--- src/include/fbef_pkg.sv ---
// Package of word offsets, bit positions and sizes for the fieldbus axis error flag bank.
// How it works
// - Bit 00 set on slave list mismatch.
// - Bit 01 set on unsupported network shape.
// - Bit 02 set on process data fault.
// - Bit 03 set when missed frames exceed limit.
// - Bit 04 set on parameter check error.
// - Bit 05 set when frame send fails.
// - Bit 09 set when slave link fails.
// - Bit 10 set on duplicate node address.
// - Bit 11 set on slave AL status error.
// - Bit 12 set on slave initialization failure.
// - Bit 14 non-fatal, bit 15 fatal data fault.
// - One latched error bit per node, 80 nodes.
// - Axis busy bit follows axis activity.
// - Axis word bit 08 on sensor fault.
// - Axis word bit 09 on drive alarm.
// - Axis word bit 10 on execution fault.
// - Axis bit 11 warning, bit 12 error.
// - Task busy follows axis or task activity.
// - Task busy word bit 10 on task error.
// - Task fault word: bit 11 warning, 12 error.
// - Matching restart bit restarts the unit.
// - Control bit 00 clears latched errors.
// - Control bit 01 clears latched warnings.
// - Control block at 1500 plus 25 times unit.
`default_nettype none
package fbef_pkg;
    // ----------------------------------------
    // Word offsets
    // ----------------------------------------
    localparam logic [15:0] FBEF_CTRL_BASE = 16'h05DC;
    localparam logic [15:0] FBEF_CTRL_STRIDE = 16'h0019;
    localparam logic [15:0] FBEF_NET_OFS = 16'h0013;
    localparam logic [15:0] FBEF_NODE1_OFS = 16'h0018;
    localparam logic [15:0] FBEF_NODEX_OFS = 16'h0010;
    localparam logic [15:0] FBEF_AXIS_BUSY_OFS = 16'h0002;
    localparam logic [15:0] FBEF_AXIS_FAULT_OFS = 16'h0005;
    localparam logic [15:0] FBEF_AXIS_STRIDE = 16'h000D;
    localparam logic [15:0] FBEF_TASK_BUSY_OFS = 16'h0001;
    localparam logic [15:0] FBEF_TASK_FAULT_OFS = 16'h0002;
    localparam logic [15:0] FBEF_TASK_STRIDE = 16'h0006;
    // ----------------------------------------
    // Bit positions
    // ----------------------------------------
    localparam int FBEF_B_VERIFY = 0;
    localparam int FBEF_B_SHAPE = 1;
    localparam int FBEF_B_PDATA = 2;
    localparam int FBEF_B_TMO = 3;
    localparam int FBEF_B_PARAM = 4;
    localparam int FBEF_B_SEND = 5;
    localparam int FBEF_B_LINK = 9;
    localparam int FBEF_B_DUP = 10;
    localparam int FBEF_B_AL = 11;
    localparam int FBEF_B_INIT = 12;
    localparam int FBEF_B_NONFATAL = 14;
    localparam int FBEF_B_FATAL = 15;
    localparam int FBEF_B_BUSY = 0;
    localparam int FBEF_B_SENSOR = 8;
    localparam int FBEF_B_SERVO = 9;
    localparam int FBEF_B_EXEC = 10;
    localparam int FBEF_B_WARN = 11;
    localparam int FBEF_B_ERR = 12;
    localparam int FBEF_B_ERST = 0;
    localparam int FBEF_B_WRST = 1;
    // ----------------------------------------
    // Sizes and timing
    // ----------------------------------------
    localparam int FBEF_NODES = 80;
    localparam int FBEF_AXES = 4;
    localparam int FBEF_TASKS = 4;
    localparam int FBEF_WORD_W = 16;
    localparam int FBEF_UNITS = 16;
    localparam int FBEF_RESTART_CYC = 16;
endpackage
`default_nettype wire

--- src/rtl/fbef_latch.sv ---
// Sticky flag group that sets on events and clears on a reset request.
`timescale 1ns/1ps
`default_nettype none
module fbef_latch #(
    parameter int W = 1
) (
    input wire logic clock, // Unit clock.
    input wire logic rst_n, // Asynchronous reset, active low.
    input wire logic [W-1:0] set_in, // Event pulses or levels.
    input wire logic clr_in, // Clear request.
    output logic [W-1:0] flag_out // Latched flags.
);
    logic [W-1:0] flag_reg;
    logic [W-1:0] flag_next;

    initial begin
        if (W < 1) $error("fbef_latch width must be at least one");
    end

    // A set arriving with the clear survives so no event is lost.
    assign flag_next = (clr_in ? '0 : flag_reg) | set_in;

    always_ff @(posedge clock or negedge rst_n) begin
        if (!rst_n) begin
            flag_reg <= '0;
        end else begin
            flag_reg <= flag_next;
        end
    end

    assign flag_out = flag_reg;

    a_set_wins: assert property (@(posedge clock) disable iff (!rst_n)
        |set_in |=> ((flag_reg & $past(set_in)) == $past(set_in)))
        else $error("flag event lost");
endmodule
`default_nettype wire

--- src/rtl/fbef_bank.sv ---
// Fieldbus, axis and task error flag bank with word-addressed read port.
`timescale 1ns/1ps
`default_nettype none
module fbef_bank
    import fbef_pkg::*;
#(
    parameter int NODES = fbef_pkg::FBEF_NODES,
    parameter int AXES = fbef_pkg::FBEF_AXES,
    parameter int TASKS = fbef_pkg::FBEF_TASKS,
    parameter logic [3:0] UNIT_NUM = 4'h0,
    parameter logic [15:0] AXIS_BASE = 16'h0100,
    parameter logic [15:0] TASK_BASE = 16'h0200,
    parameter logic [15:0] NODEX_BASE = 16'h0300
) (
    input wire logic clock, // Unit clock, 50 MHz.
    input wire logic rst_n, // Asynchronous reset, active low.
    input wire logic [15:0] ctrl_word, // Host control word (bit 00 error, 01 warning reset).
    input wire logic [15:0] restart_bits, // Host restart bits, one per unit number.
    input wire logic [15:0] rd_addr, // Word address of host read.
    input wire logic rd_en, // Host read strobe.
    output logic [15:0] rd_data, // Read data, one cycle after strobe.
    output logic rd_hit, // Address matched a mapped word.
    output logic unit_restart, // Restart pulse toward the unit.
    input wire logic [15:0] slaves_cfg, // Registered slave count.
    input wire logic [15:0] slaves_found, // Detected slave count.
    input wire logic shape_bad, // Unsupported topology or slave count.
    input wire logic pdata_fault, // Process data fault.
    input wire logic pdata_fatal, // Process data fault is fatal.
    input wire logic frame_tick, // One pulse per communications cycle.
    input wire logic frame_rx, // Frame received in that cycle.
    input wire logic [7:0] tmo_limit, // Timeout detection count.
    input wire logic param_bad, // Parameter check error.
    input wire logic send_fail, // Frame could not be sent.
    input wire logic link_fail, // Slave link failure.
    input wire logic dup_addr, // Duplicate node address seen.
    input wire logic al_fault, // Slave AL status error.
    input wire logic init_fail, // Slave initialization failure.
    input wire logic [NODES-1:0] node_fault, // Per-node fault events.
    input wire logic [AXES-1:0] axis_busy, // Axis busy levels.
    input wire logic [AXES-1:0] axis_sensor, // External sensor faults.
    input wire logic [AXES-1:0] axis_servo, // Drive alarm faults.
    input wire logic [AXES-1:0] axis_exec, // Execution faults.
    input wire logic [AXES-1:0] axis_warn, // Axis warnings.
    input wire logic [AXES-1:0] axis_err, // Axis errors.
    input wire logic [TASKS*AXES-1:0] task_axes, // Axes belonging to each task.
    input wire logic [TASKS-1:0] task_run, // Task function executing.
    input wire logic [TASKS-1:0] task_exec, // Task function operation error.
    input wire logic [TASKS-1:0] task_warn, // Memory operation warning.
    input wire logic [TASKS-1:0] task_err // Memory operation error.
);
    import fbef_pkg::*;

    initial begin
        if (NODES < 17 || NODES > 80 || NODES % 16 != 0) $error("NODES must be 32..80, step 16");
        if (AXES < 1 || AXES > 16 || TASKS < 1 || TASKS > 16) $error("AXES/TASKS out of range");
    end

    localparam int NXW = NODES / 16 - 1;

    // ----------------------------------------
    // Host control sampling
    // ----------------------------------------
    logic [15:0] ctrl_s1_reg, ctrl_s2_reg, ctrl_s3_reg;
    logic [15:0] rst_s1_reg, rst_s2_reg, rst_s3_reg;
    always_ff @(posedge clock or negedge rst_n) begin
        if (!rst_n) begin
            ctrl_s1_reg <= '0;
            ctrl_s2_reg <= '0;
            ctrl_s3_reg <= '0;
            rst_s1_reg <= '0;
            rst_s2_reg <= '0;
            rst_s3_reg <= '0;
        end else begin
            ctrl_s1_reg <= ctrl_word;
            ctrl_s2_reg <= ctrl_s1_reg;
            ctrl_s3_reg <= ctrl_s2_reg;
            rst_s1_reg <= restart_bits;
            rst_s2_reg <= rst_s1_reg;
            rst_s3_reg <= rst_s2_reg;
        end
    end

    // Reset requests act on the rising edge only, so a held bit clears once.
    wire err_clr = ctrl_s2_reg[FBEF_B_ERST] & ~ctrl_s3_reg[FBEF_B_ERST];
    wire warn_clr = ctrl_s2_reg[FBEF_B_WRST] & ~ctrl_s3_reg[FBEF_B_WRST];
    wire restart_rise = rst_s2_reg[UNIT_NUM] & ~rst_s3_reg[UNIT_NUM];

    // ----------------------------------------
    // Restart pulse
    // ----------------------------------------
    logic [4:0] rcnt_reg;
    logic unit_restart_reg;
    wire [4:0] rcnt_next = restart_rise ? 5'(FBEF_RESTART_CYC) :
                           (rcnt_reg != 5'h00) ? rcnt_reg - 5'h01 : 5'h00;
    always_ff @(posedge clock or negedge rst_n) begin
        if (!rst_n) begin
            rcnt_reg <= 5'h00;
            unit_restart_reg <= 1'b0;
        end else begin
            rcnt_reg <= rcnt_next;
            unit_restart_reg <= (rcnt_next != 5'h00);
        end
    end
    assign unit_restart = unit_restart_reg;
    // Restart also wipes every latched flag so the unit comes back clean.
    wire all_clr = err_clr | unit_restart_reg;
    wire wall_clr = warn_clr | unit_restart_reg;

    // ----------------------------------------
    // Reception timeout counter
    // ----------------------------------------
    logic [7:0] miss_reg;
    wire [7:0] miss_next = !frame_tick ? miss_reg :
                           frame_rx ? 8'h00 :
                           (miss_reg != 8'hFF) ? miss_reg + 8'h01 : miss_reg;
    always_ff @(posedge clock or negedge rst_n) begin
        if (!rst_n) begin
            miss_reg <= 8'h00;
        end else begin
            miss_reg <= miss_next;
        end
    end
    wire tmo_hit = (miss_reg > tmo_limit);

    // ----------------------------------------
    // Network status word
    // ----------------------------------------
    logic [15:0] net_set;
    logic [15:0] net_flags;
    always_comb begin
        net_set = '0;
        net_set[FBEF_B_VERIFY] = (slaves_cfg != slaves_found);
        net_set[FBEF_B_SHAPE] = shape_bad;
        net_set[FBEF_B_PDATA] = pdata_fault;
        net_set[FBEF_B_TMO] = tmo_hit;
        net_set[FBEF_B_PARAM] = param_bad;
        net_set[FBEF_B_SEND] = send_fail;
        net_set[FBEF_B_LINK] = link_fail;
        net_set[FBEF_B_DUP] = dup_addr;
        net_set[FBEF_B_AL] = al_fault;
        net_set[FBEF_B_INIT] = init_fail;
        net_set[FBEF_B_NONFATAL] = pdata_fault & ~pdata_fatal;
        net_set[FBEF_B_FATAL] = pdata_fault & pdata_fatal;
    end

    fbef_latch #(.W(16)) u_net (
        .clock(clock),
        .rst_n(rst_n),
        .set_in(net_set),
        .clr_in(all_clr),
        .flag_out(net_flags)
    );

    // ----------------------------------------
    // Per-node error bits
    // ----------------------------------------
    logic [NODES-1:0] node_flags;
    fbef_latch #(.W(NODES)) u_node (
        .clock(clock),
        .rst_n(rst_n),
        .set_in(node_fault),
        .clr_in(all_clr),
        .flag_out(node_flags)
    );

    // ----------------------------------------
    // Axis and task flags
    // ----------------------------------------
    logic [AXES*4-1:0] axis_eset, axis_eflags;
    logic [AXES-1:0] axis_wflags;
    logic [TASKS*2-1:0] task_eset, task_eflags;
    logic [TASKS-1:0] task_wflags;
    logic [TASKS-1:0] task_busy;
    always_comb begin
        for (int a = 0; a < AXES; a++) begin
            axis_eset[a*4+0] = axis_sensor[a];
            axis_eset[a*4+1] = axis_servo[a];
            axis_eset[a*4+2] = axis_exec[a];
            axis_eset[a*4+3] = axis_err[a];
        end
        for (int t = 0; t < TASKS; t++) begin
            task_eset[t*2+0] = task_exec[t];
            task_eset[t*2+1] = task_err[t];
            task_busy[t] = task_run[t] | |(task_axes[t*AXES +: AXES] & axis_busy);
        end
    end

    fbef_latch #(.W(AXES*4)) u_axe (
        .clock(clock),
        .rst_n(rst_n),
        .set_in(axis_eset),
        .clr_in(all_clr),
        .flag_out(axis_eflags)
    );
    fbef_latch #(.W(AXES)) u_axw (
        .clock(clock),
        .rst_n(rst_n),
        .set_in(axis_warn),
        .clr_in(wall_clr),
        .flag_out(axis_wflags)
    );
    fbef_latch #(.W(TASKS*2)) u_tke (
        .clock(clock),
        .rst_n(rst_n),
        .set_in(task_eset),
        .clr_in(all_clr),
        .flag_out(task_eflags)
    );
    fbef_latch #(.W(TASKS)) u_tkw (
        .clock(clock),
        .rst_n(rst_n),
        .set_in(task_warn),
        .clr_in(wall_clr),
        .flag_out(task_wflags)
    );

    // Busy flags are registered once but never latched.
    logic [AXES-1:0] axis_busy_reg;
    logic [TASKS-1:0] task_busy_reg;
    always_ff @(posedge clock or negedge rst_n) begin
        if (!rst_n) begin
            axis_busy_reg <= '0;
            task_busy_reg <= '0;
        end else begin
            axis_busy_reg <= axis_busy;
            task_busy_reg <= task_busy;
        end
    end

    // ----------------------------------------
    // Read decode
    // ----------------------------------------
    wire [15:0] ctrl_base = 16'(FBEF_CTRL_BASE + FBEF_CTRL_STRIDE * {12'h000, UNIT_NUM});
    logic [15:0] rd_mux;
    logic rd_match;
    always_comb begin
        rd_mux = '0;
        rd_match = 1'b0;
        if (rd_addr == 16'(ctrl_base + FBEF_NET_OFS)) begin
            rd_mux = net_flags;
            rd_match = 1'b1;
        end
        if (rd_addr == 16'(ctrl_base + FBEF_NODE1_OFS)) begin
            rd_mux = node_flags[15:0];
            rd_match = 1'b1;
        end
        for (int j = 0; j < NXW; j++) begin
            if (rd_addr == 16'(NODEX_BASE + FBEF_NODEX_OFS + 16'(j))) begin
                rd_mux = node_flags[16*(j+1) +: 16];
                rd_match = 1'b1;
            end
        end
        for (int a = 0; a < AXES; a++) begin
            if (rd_addr == 16'(AXIS_BASE + FBEF_AXIS_BUSY_OFS + FBEF_AXIS_STRIDE * 16'(a))) begin
                rd_mux[FBEF_B_BUSY] = axis_busy_reg[a];
                rd_match = 1'b1;
            end
            if (rd_addr == 16'(AXIS_BASE + FBEF_AXIS_FAULT_OFS + FBEF_AXIS_STRIDE * 16'(a))) begin
                rd_mux[FBEF_B_SENSOR] = axis_eflags[a*4+0];
                rd_mux[FBEF_B_SERVO] = axis_eflags[a*4+1];
                rd_mux[FBEF_B_EXEC] = axis_eflags[a*4+2];
                rd_mux[FBEF_B_WARN] = axis_wflags[a];
                rd_mux[FBEF_B_ERR] = axis_eflags[a*4+3];
                rd_match = 1'b1;
            end
        end
        for (int t = 0; t < TASKS; t++) begin
            if (rd_addr == 16'(TASK_BASE + FBEF_TASK_BUSY_OFS + FBEF_TASK_STRIDE * 16'(t))) begin
                rd_mux[FBEF_B_BUSY] = task_busy_reg[t];
                rd_mux[FBEF_B_EXEC] = task_eflags[t*2+0];
                rd_match = 1'b1;
            end
            if (rd_addr == 16'(TASK_BASE + FBEF_TASK_FAULT_OFS + FBEF_TASK_STRIDE * 16'(t))) begin
                rd_mux[FBEF_B_WARN] = task_wflags[t];
                rd_mux[FBEF_B_ERR] = task_eflags[t*2+1];
                rd_match = 1'b1;
            end
        end
    end

    logic [15:0] rd_data_reg;
    logic rd_hit_reg;
    always_ff @(posedge clock or negedge rst_n) begin
        if (!rst_n) begin
            rd_data_reg <= '0;
            rd_hit_reg <= 1'b0;
        end else begin
            rd_data_reg <= rd_en ? rd_mux : 16'h0000;
            rd_hit_reg <= rd_en & rd_match;
        end
    end
    assign rd_data = rd_data_reg;
    assign rd_hit = rd_hit_reg;

    // ----------------------------------------
    // Checks
    // ----------------------------------------
    a_verify_mismatch: assert property (@(posedge clock) disable iff (!rst_n)
        (slaves_cfg != slaves_found) |=> net_flags[FBEF_B_VERIFY])
        else $error("verify flag missing");
    a_fatal_split: assert property (@(posedge clock) disable iff (!rst_n)
        (pdata_fault && pdata_fatal) |=> net_flags[FBEF_B_FATAL] && net_flags[FBEF_B_PDATA])
        else $error("fatal flag missing");
    a_nonfatal_split: assert property (@(posedge clock) disable iff (!rst_n)
        (pdata_fault && !pdata_fatal) |=> net_flags[FBEF_B_NONFATAL])
        else $error("non-fatal flag missing");
    a_timeout_flag: assert property (@(posedge clock) disable iff (!rst_n)
        (miss_reg > tmo_limit) |=> net_flags[FBEF_B_TMO])
        else $error("timeout flag missing");
    a_error_clear: assert property (@(posedge clock) disable iff (!rst_n)
        (all_clr && net_set == '0) |=> net_flags == '0)
        else $error("error reset ignored");
    a_warn_clear: assert property (@(posedge clock) disable iff (!rst_n)
        (wall_clr && axis_warn == '0) |=> axis_wflags == '0)
        else $error("warning reset ignored");
    a_warn_keep: assert property (@(posedge clock) disable iff (!rst_n)
        (axis_wflags != '0 && !wall_clr) |=> ((~axis_wflags & $past(axis_wflags)) == '0))
        else $error("warning dropped without reset");
    a_task_busy: assert property (@(posedge clock) disable iff (!rst_n)
        (task_run != '0) |=> ((~task_busy_reg & $past(task_run)) == '0))
        else $error("task busy missing");
    a_axis_busy: assert property (@(posedge clock) disable iff (!rst_n)
        (axis_busy == '0) |=> (axis_busy_reg == '0))
        else $error("axis busy latched");
    a_restart_pulse: assert property (@(posedge clock) disable iff (!rst_n)
        restart_rise |=> unit_restart [*8])
        else $error("restart pulse short");
    a_restart_clear: assert property (@(posedge clock) disable iff (!rst_n)
        (unit_restart_reg && net_set == '0) |=> net_flags == '0)
        else $error("restart left flags set");
    a_node_latch: assert property (@(posedge clock) disable iff (!rst_n)
        node_fault[0] |=> node_flags[0])
        else $error("node flag missing");
    a_read_idle: assert property (@(posedge clock) disable iff (!rst_n)
        !rd_en |=> (rd_data == 16'h0000 && !rd_hit))
        else $error("read data without strobe");

    c_restart: cover property (@(posedge clock) disable iff (!rst_n) restart_rise);
    c_err_clr: cover property (@(posedge clock) disable iff (!rst_n) err_clr && net_flags != '0);
    c_timeout: cover property (@(posedge clock) disable iff (!rst_n) tmo_hit);
    c_read_hit: cover property (@(posedge clock) disable iff (!rst_n) rd_hit);
endmodule
`default_nettype wire

--- config.mk ---
export PLATFORM = sky130hd
export DESIGN_NAME = fbef_bank
export DESIGN_NICKNAME = d
export VERILOG_FILES = /design/src/include/fbef_pkg.sv /design/src/rtl/fbef_latch.sv /design/src/rtl/fbef_bank.sv
export SDC_FILE = /design/constraint.sdc
export NUM_CORES = 1
export LEC_CHECK = 0
export ABC_AREA = 1
export BUFFER_PORTS_ARGS = -buffer_cell sky130_fd_sc_hd__buf_4
export CORE_MARGIN = 2
export CORE_UTILIZATION = 50
export CTS_BUF_LIST = sky130_fd_sc_hd__clkbuf_8
export CTS_CLUSTER_SIZE = 28
export DETAILED_ROUTE_END_ITERATION = 10
export PLACE_DENSITY = 0.76
export SYNTH_ARGS = -nofsm -noshare
export SYNTH_HDL_FRONTEND = slang
export SYNTH_SLANG_ARGS = --single-unit
--- constraint.sdc ---
create_clock -name clock -period 2.59 [get_ports clock]
set_clock_uncertainty 0.1 [all_clocks]
set_input_delay 0.3885 -clock clock [delete_from_list [all_inputs] [get_ports clock]]
set_output_delay 0.3885 -clock clock [all_outputs]
set_load 0.03 [all_outputs]
==> metrics.txt <==
portion of the post-synthesis area used by sequential elements 52.1%; Die Wd 133 um; upper clock frequency limit 484 MHz; shortest period the worst path allows 2070 ps; DRT iter0 DRCs 423; cell type contributing the most total cell area after synthesis dfrtp_1; endpoint kind of the worst setup timing path register; Tightest Pin Transition 619 ps; post-detail-place hpwl 16600 um; synthesized net count 1167; peak fanout along the critical path 7; depth of the worst hold-timing path 2; final global-route overflow total 0; I/O pins ~260; total number of placement rows 46; Maximum Capacitance Violations 0; final core area utilization 68.9%; antenna violations before repair 0; EDFF count, synth 0; final non-filler cell total ~1400; die outline height 133 um; number of failing setup endpoints in the final timing report 0; Warnings, synthesis 0; clock latency of the later-clocked register in the worst-skew pair 460 ps; wire length of the first global-routing pass 35300 um; maximum number of pins on one net before global-route repair 116; path length in cells of the critical path 12; Place WS roughly 160 ps; Final Routed Wirelength ~22000 um; area overhead of the layout relative to synthesis 33.4%; vias in the first global route 7044; final worst setup slack 523 ps; crit-path leading delay family simple AND/OR/NAND/NOR gates; static leakage 5.64 nW; share of post-route cells with drive strength above 1 25.8%; Worst path most repeated cell nand3_1; arrival time at the worst endpoint 2310 ps; Gate Count Post-Synth 918; Distinct cells, synth 46; Multi-input gate area just over 0.003 mm^2; TritonRoute pass-1 iters 5; number of H-tree levels 4; maximum root-to-sink buffer count 2; Max stage delay on crit path 420 ps; placed instance count 1355; clock tree from TritonCTS done; outcome complete, no violations; global-route usage over all layers between 20% and 30%; Total Negative Setup Slacks 0 ps; Relative slew margins 58.5%; count of final max-slew check failures 0; leading post-synthesis cells by instance count inv_1 (205), dfrtp_1 (172), o21bai_1 (121), nand2_1 (110), nand3_1 (46); Resize count post-CTS 0; drt wl/cell roughly 16 um; cell area after synthesis between 0.008 and 0.009 mm^2; via density per instance 5.04; number of DRC violations after detailed routing 0; via count 7122; final total power 6.25 mW; setup fix buffers added after clock tree synthesis 0; number of hold-slack violations in the final timing report 0; die area 0.0176 mm^2; Power per Cell Area 567 mW/mm^2; Slowest cell on crit path dfrtp_1; number of flip-flops in the largest register 80; last weighted congestion value of the routability-driven placer 0.870; synth top area cells dfrtp_1 (52%), o21bai_1 (11%), inv_1 (9.3%); critical path data required time 2830 ps; category of the most critical setup path reg -> reg; mean post-synth cell area roughly 9 um^2; FFs w/ async S/R, synth 100%; area inside the core boundary 0.0160 mm^2; diodes inserted 0; initial cell density of the core between 50% and 60%; count leader, synth inv_1; CTS clock-pin slew for the worst setup and hold paths about 90 ps; footprint of the flip-flops and latches between 0.004 and 0.005 mm^2; clock buffers created by TritonCTS 17; buffering stage count on the worst path with inverters included 2; list of cells traversed by the critical path ha_1, nand3_1, nor3_1, nand3_1, o21a_1, inv_1, nor3_1, nand3_1, inv_1, nand3_1, nand2_1, nor2_1; share of Yosys cell area claimed by the top area cell type 52.1%; most used flip-flop cell after synthesis dfrtp_1; critical path startpoint category register; Tightest Hold Check Type in -> reg; flip-flop and latch count after synthesis 172; port bufs between 200 and 250; clock sinks approximately 170; Final Cycle Share 79.8%; clk root buf clkbuf_8; Filler Cells Inserted 1329; VDD IR max around 370 uV; RSZ-0062 raised after global routing false; number of nets with antenna violations after detailed routing 0; number of cells on the worst reg-to-reg path 12; Final Net Count 1434
[report_power, final]
| part | internal, mW | leakage, nW | switching [mW] | total, mW |
|---|---|---|---|---|
| logic | 0.490 | 3.37 | 0.609 | 1.10 |
| clock network | 1.08 | 0.219 | 1.00 | 2.09 |
| registers | 2.94 | 2.05 | 0.117 | 3.06 |
[final timing paths]
| kind | from | slack, ps | to |
|---|---|---|---|
| max | miss_reg[1] | 520 | miss_reg[7] |
| min | node_fault[27] | 20 | u_node.flag_out[27] |
| max reg2reg | miss_reg[1] | 520 | miss_reg[7] |
| min reg2reg | rst_s1_reg[0] | 260 | rst_s2_reg[0] |
| max in group asynchronous | rst_n | 1300 | miss_reg[2] |
| min in group asynchronous | rst_n | 360 | rd_data[4] |
[layout make-up]
class                   instances  area share, %
inverters                     213           7.26
flip-flops and latches        172           39.1
multi-input cells             511           27.9
clock buffers                  18           2.25
repair buffers                270           19.4
well taps                     216           2.45
clock inverters                13           1.73
[per-layer routing]
metal | GRT usage [%] | share of wire [%] | up-vias
li1 | - | - | 3508
met1 | 34.6 | 44 | 3345
met2 | 42.2 | 48 | 244
met3 | 5.48 | 6.6 | 25
met4 | 8.84 | 1.8 | 0
met5 | 0 | 0 | -
[what timing repair did]
item	CTS	global route
hold buffers	21	6
hold endpoints to repair	77	6
setup endpoints to repair	0	0
[cell families (layout without fill, tap and decap cells)]
family	Yosys count	count (layout)	synth area share, %
AND/OR/NAND/NOR	246	246	13.7
flip-flops	172	172	52.1
XOR/XNOR	12	12	1.27
buffers and inverters	235	514	10.9
AO/OA/AOI/OAI	242	242	20.4
adder cells (fa/ha/maj)	11	11	1.67
[per-stage QoR]
stage	cell area, um^2	hold slack, ps
2_1_floorplan	8260	-7.09
3_3_place_gp	10300	234
3_5_place_dp	10300	237
4_1_cts	11000	0.219
5_1_grt	11000	0.0396
6_report	11000	20.8
[placed cells by master (no fill, tap or decap), types with 3 or more instances in the layout]
master           n
buf_4          239
inv_1          206
dfrtp_1        172
o21bai_1       121
nand2_1        110
nand3_1         46
o21ai_0         40
nor2_1          37
dlygate4sd3_1   27
a21oi_1         21
clkbuf_8        18
nor3_1          14
a31oi_1         12
o221ai_1        11
ha_1            11
nor4_1           9
inv_2            8
nand2_2          8
a221oi_1         8
xnor2_1          8
o2111ai_1        7
o211ai_1         5
or2_2            5
o21ai_1          4
nor2_2           4
nand4_1          4
xor2_1           4
bufinv_16        4
inv_6            3
buf_12           3
Note: power is estimated with default switching activity, not from simulation.
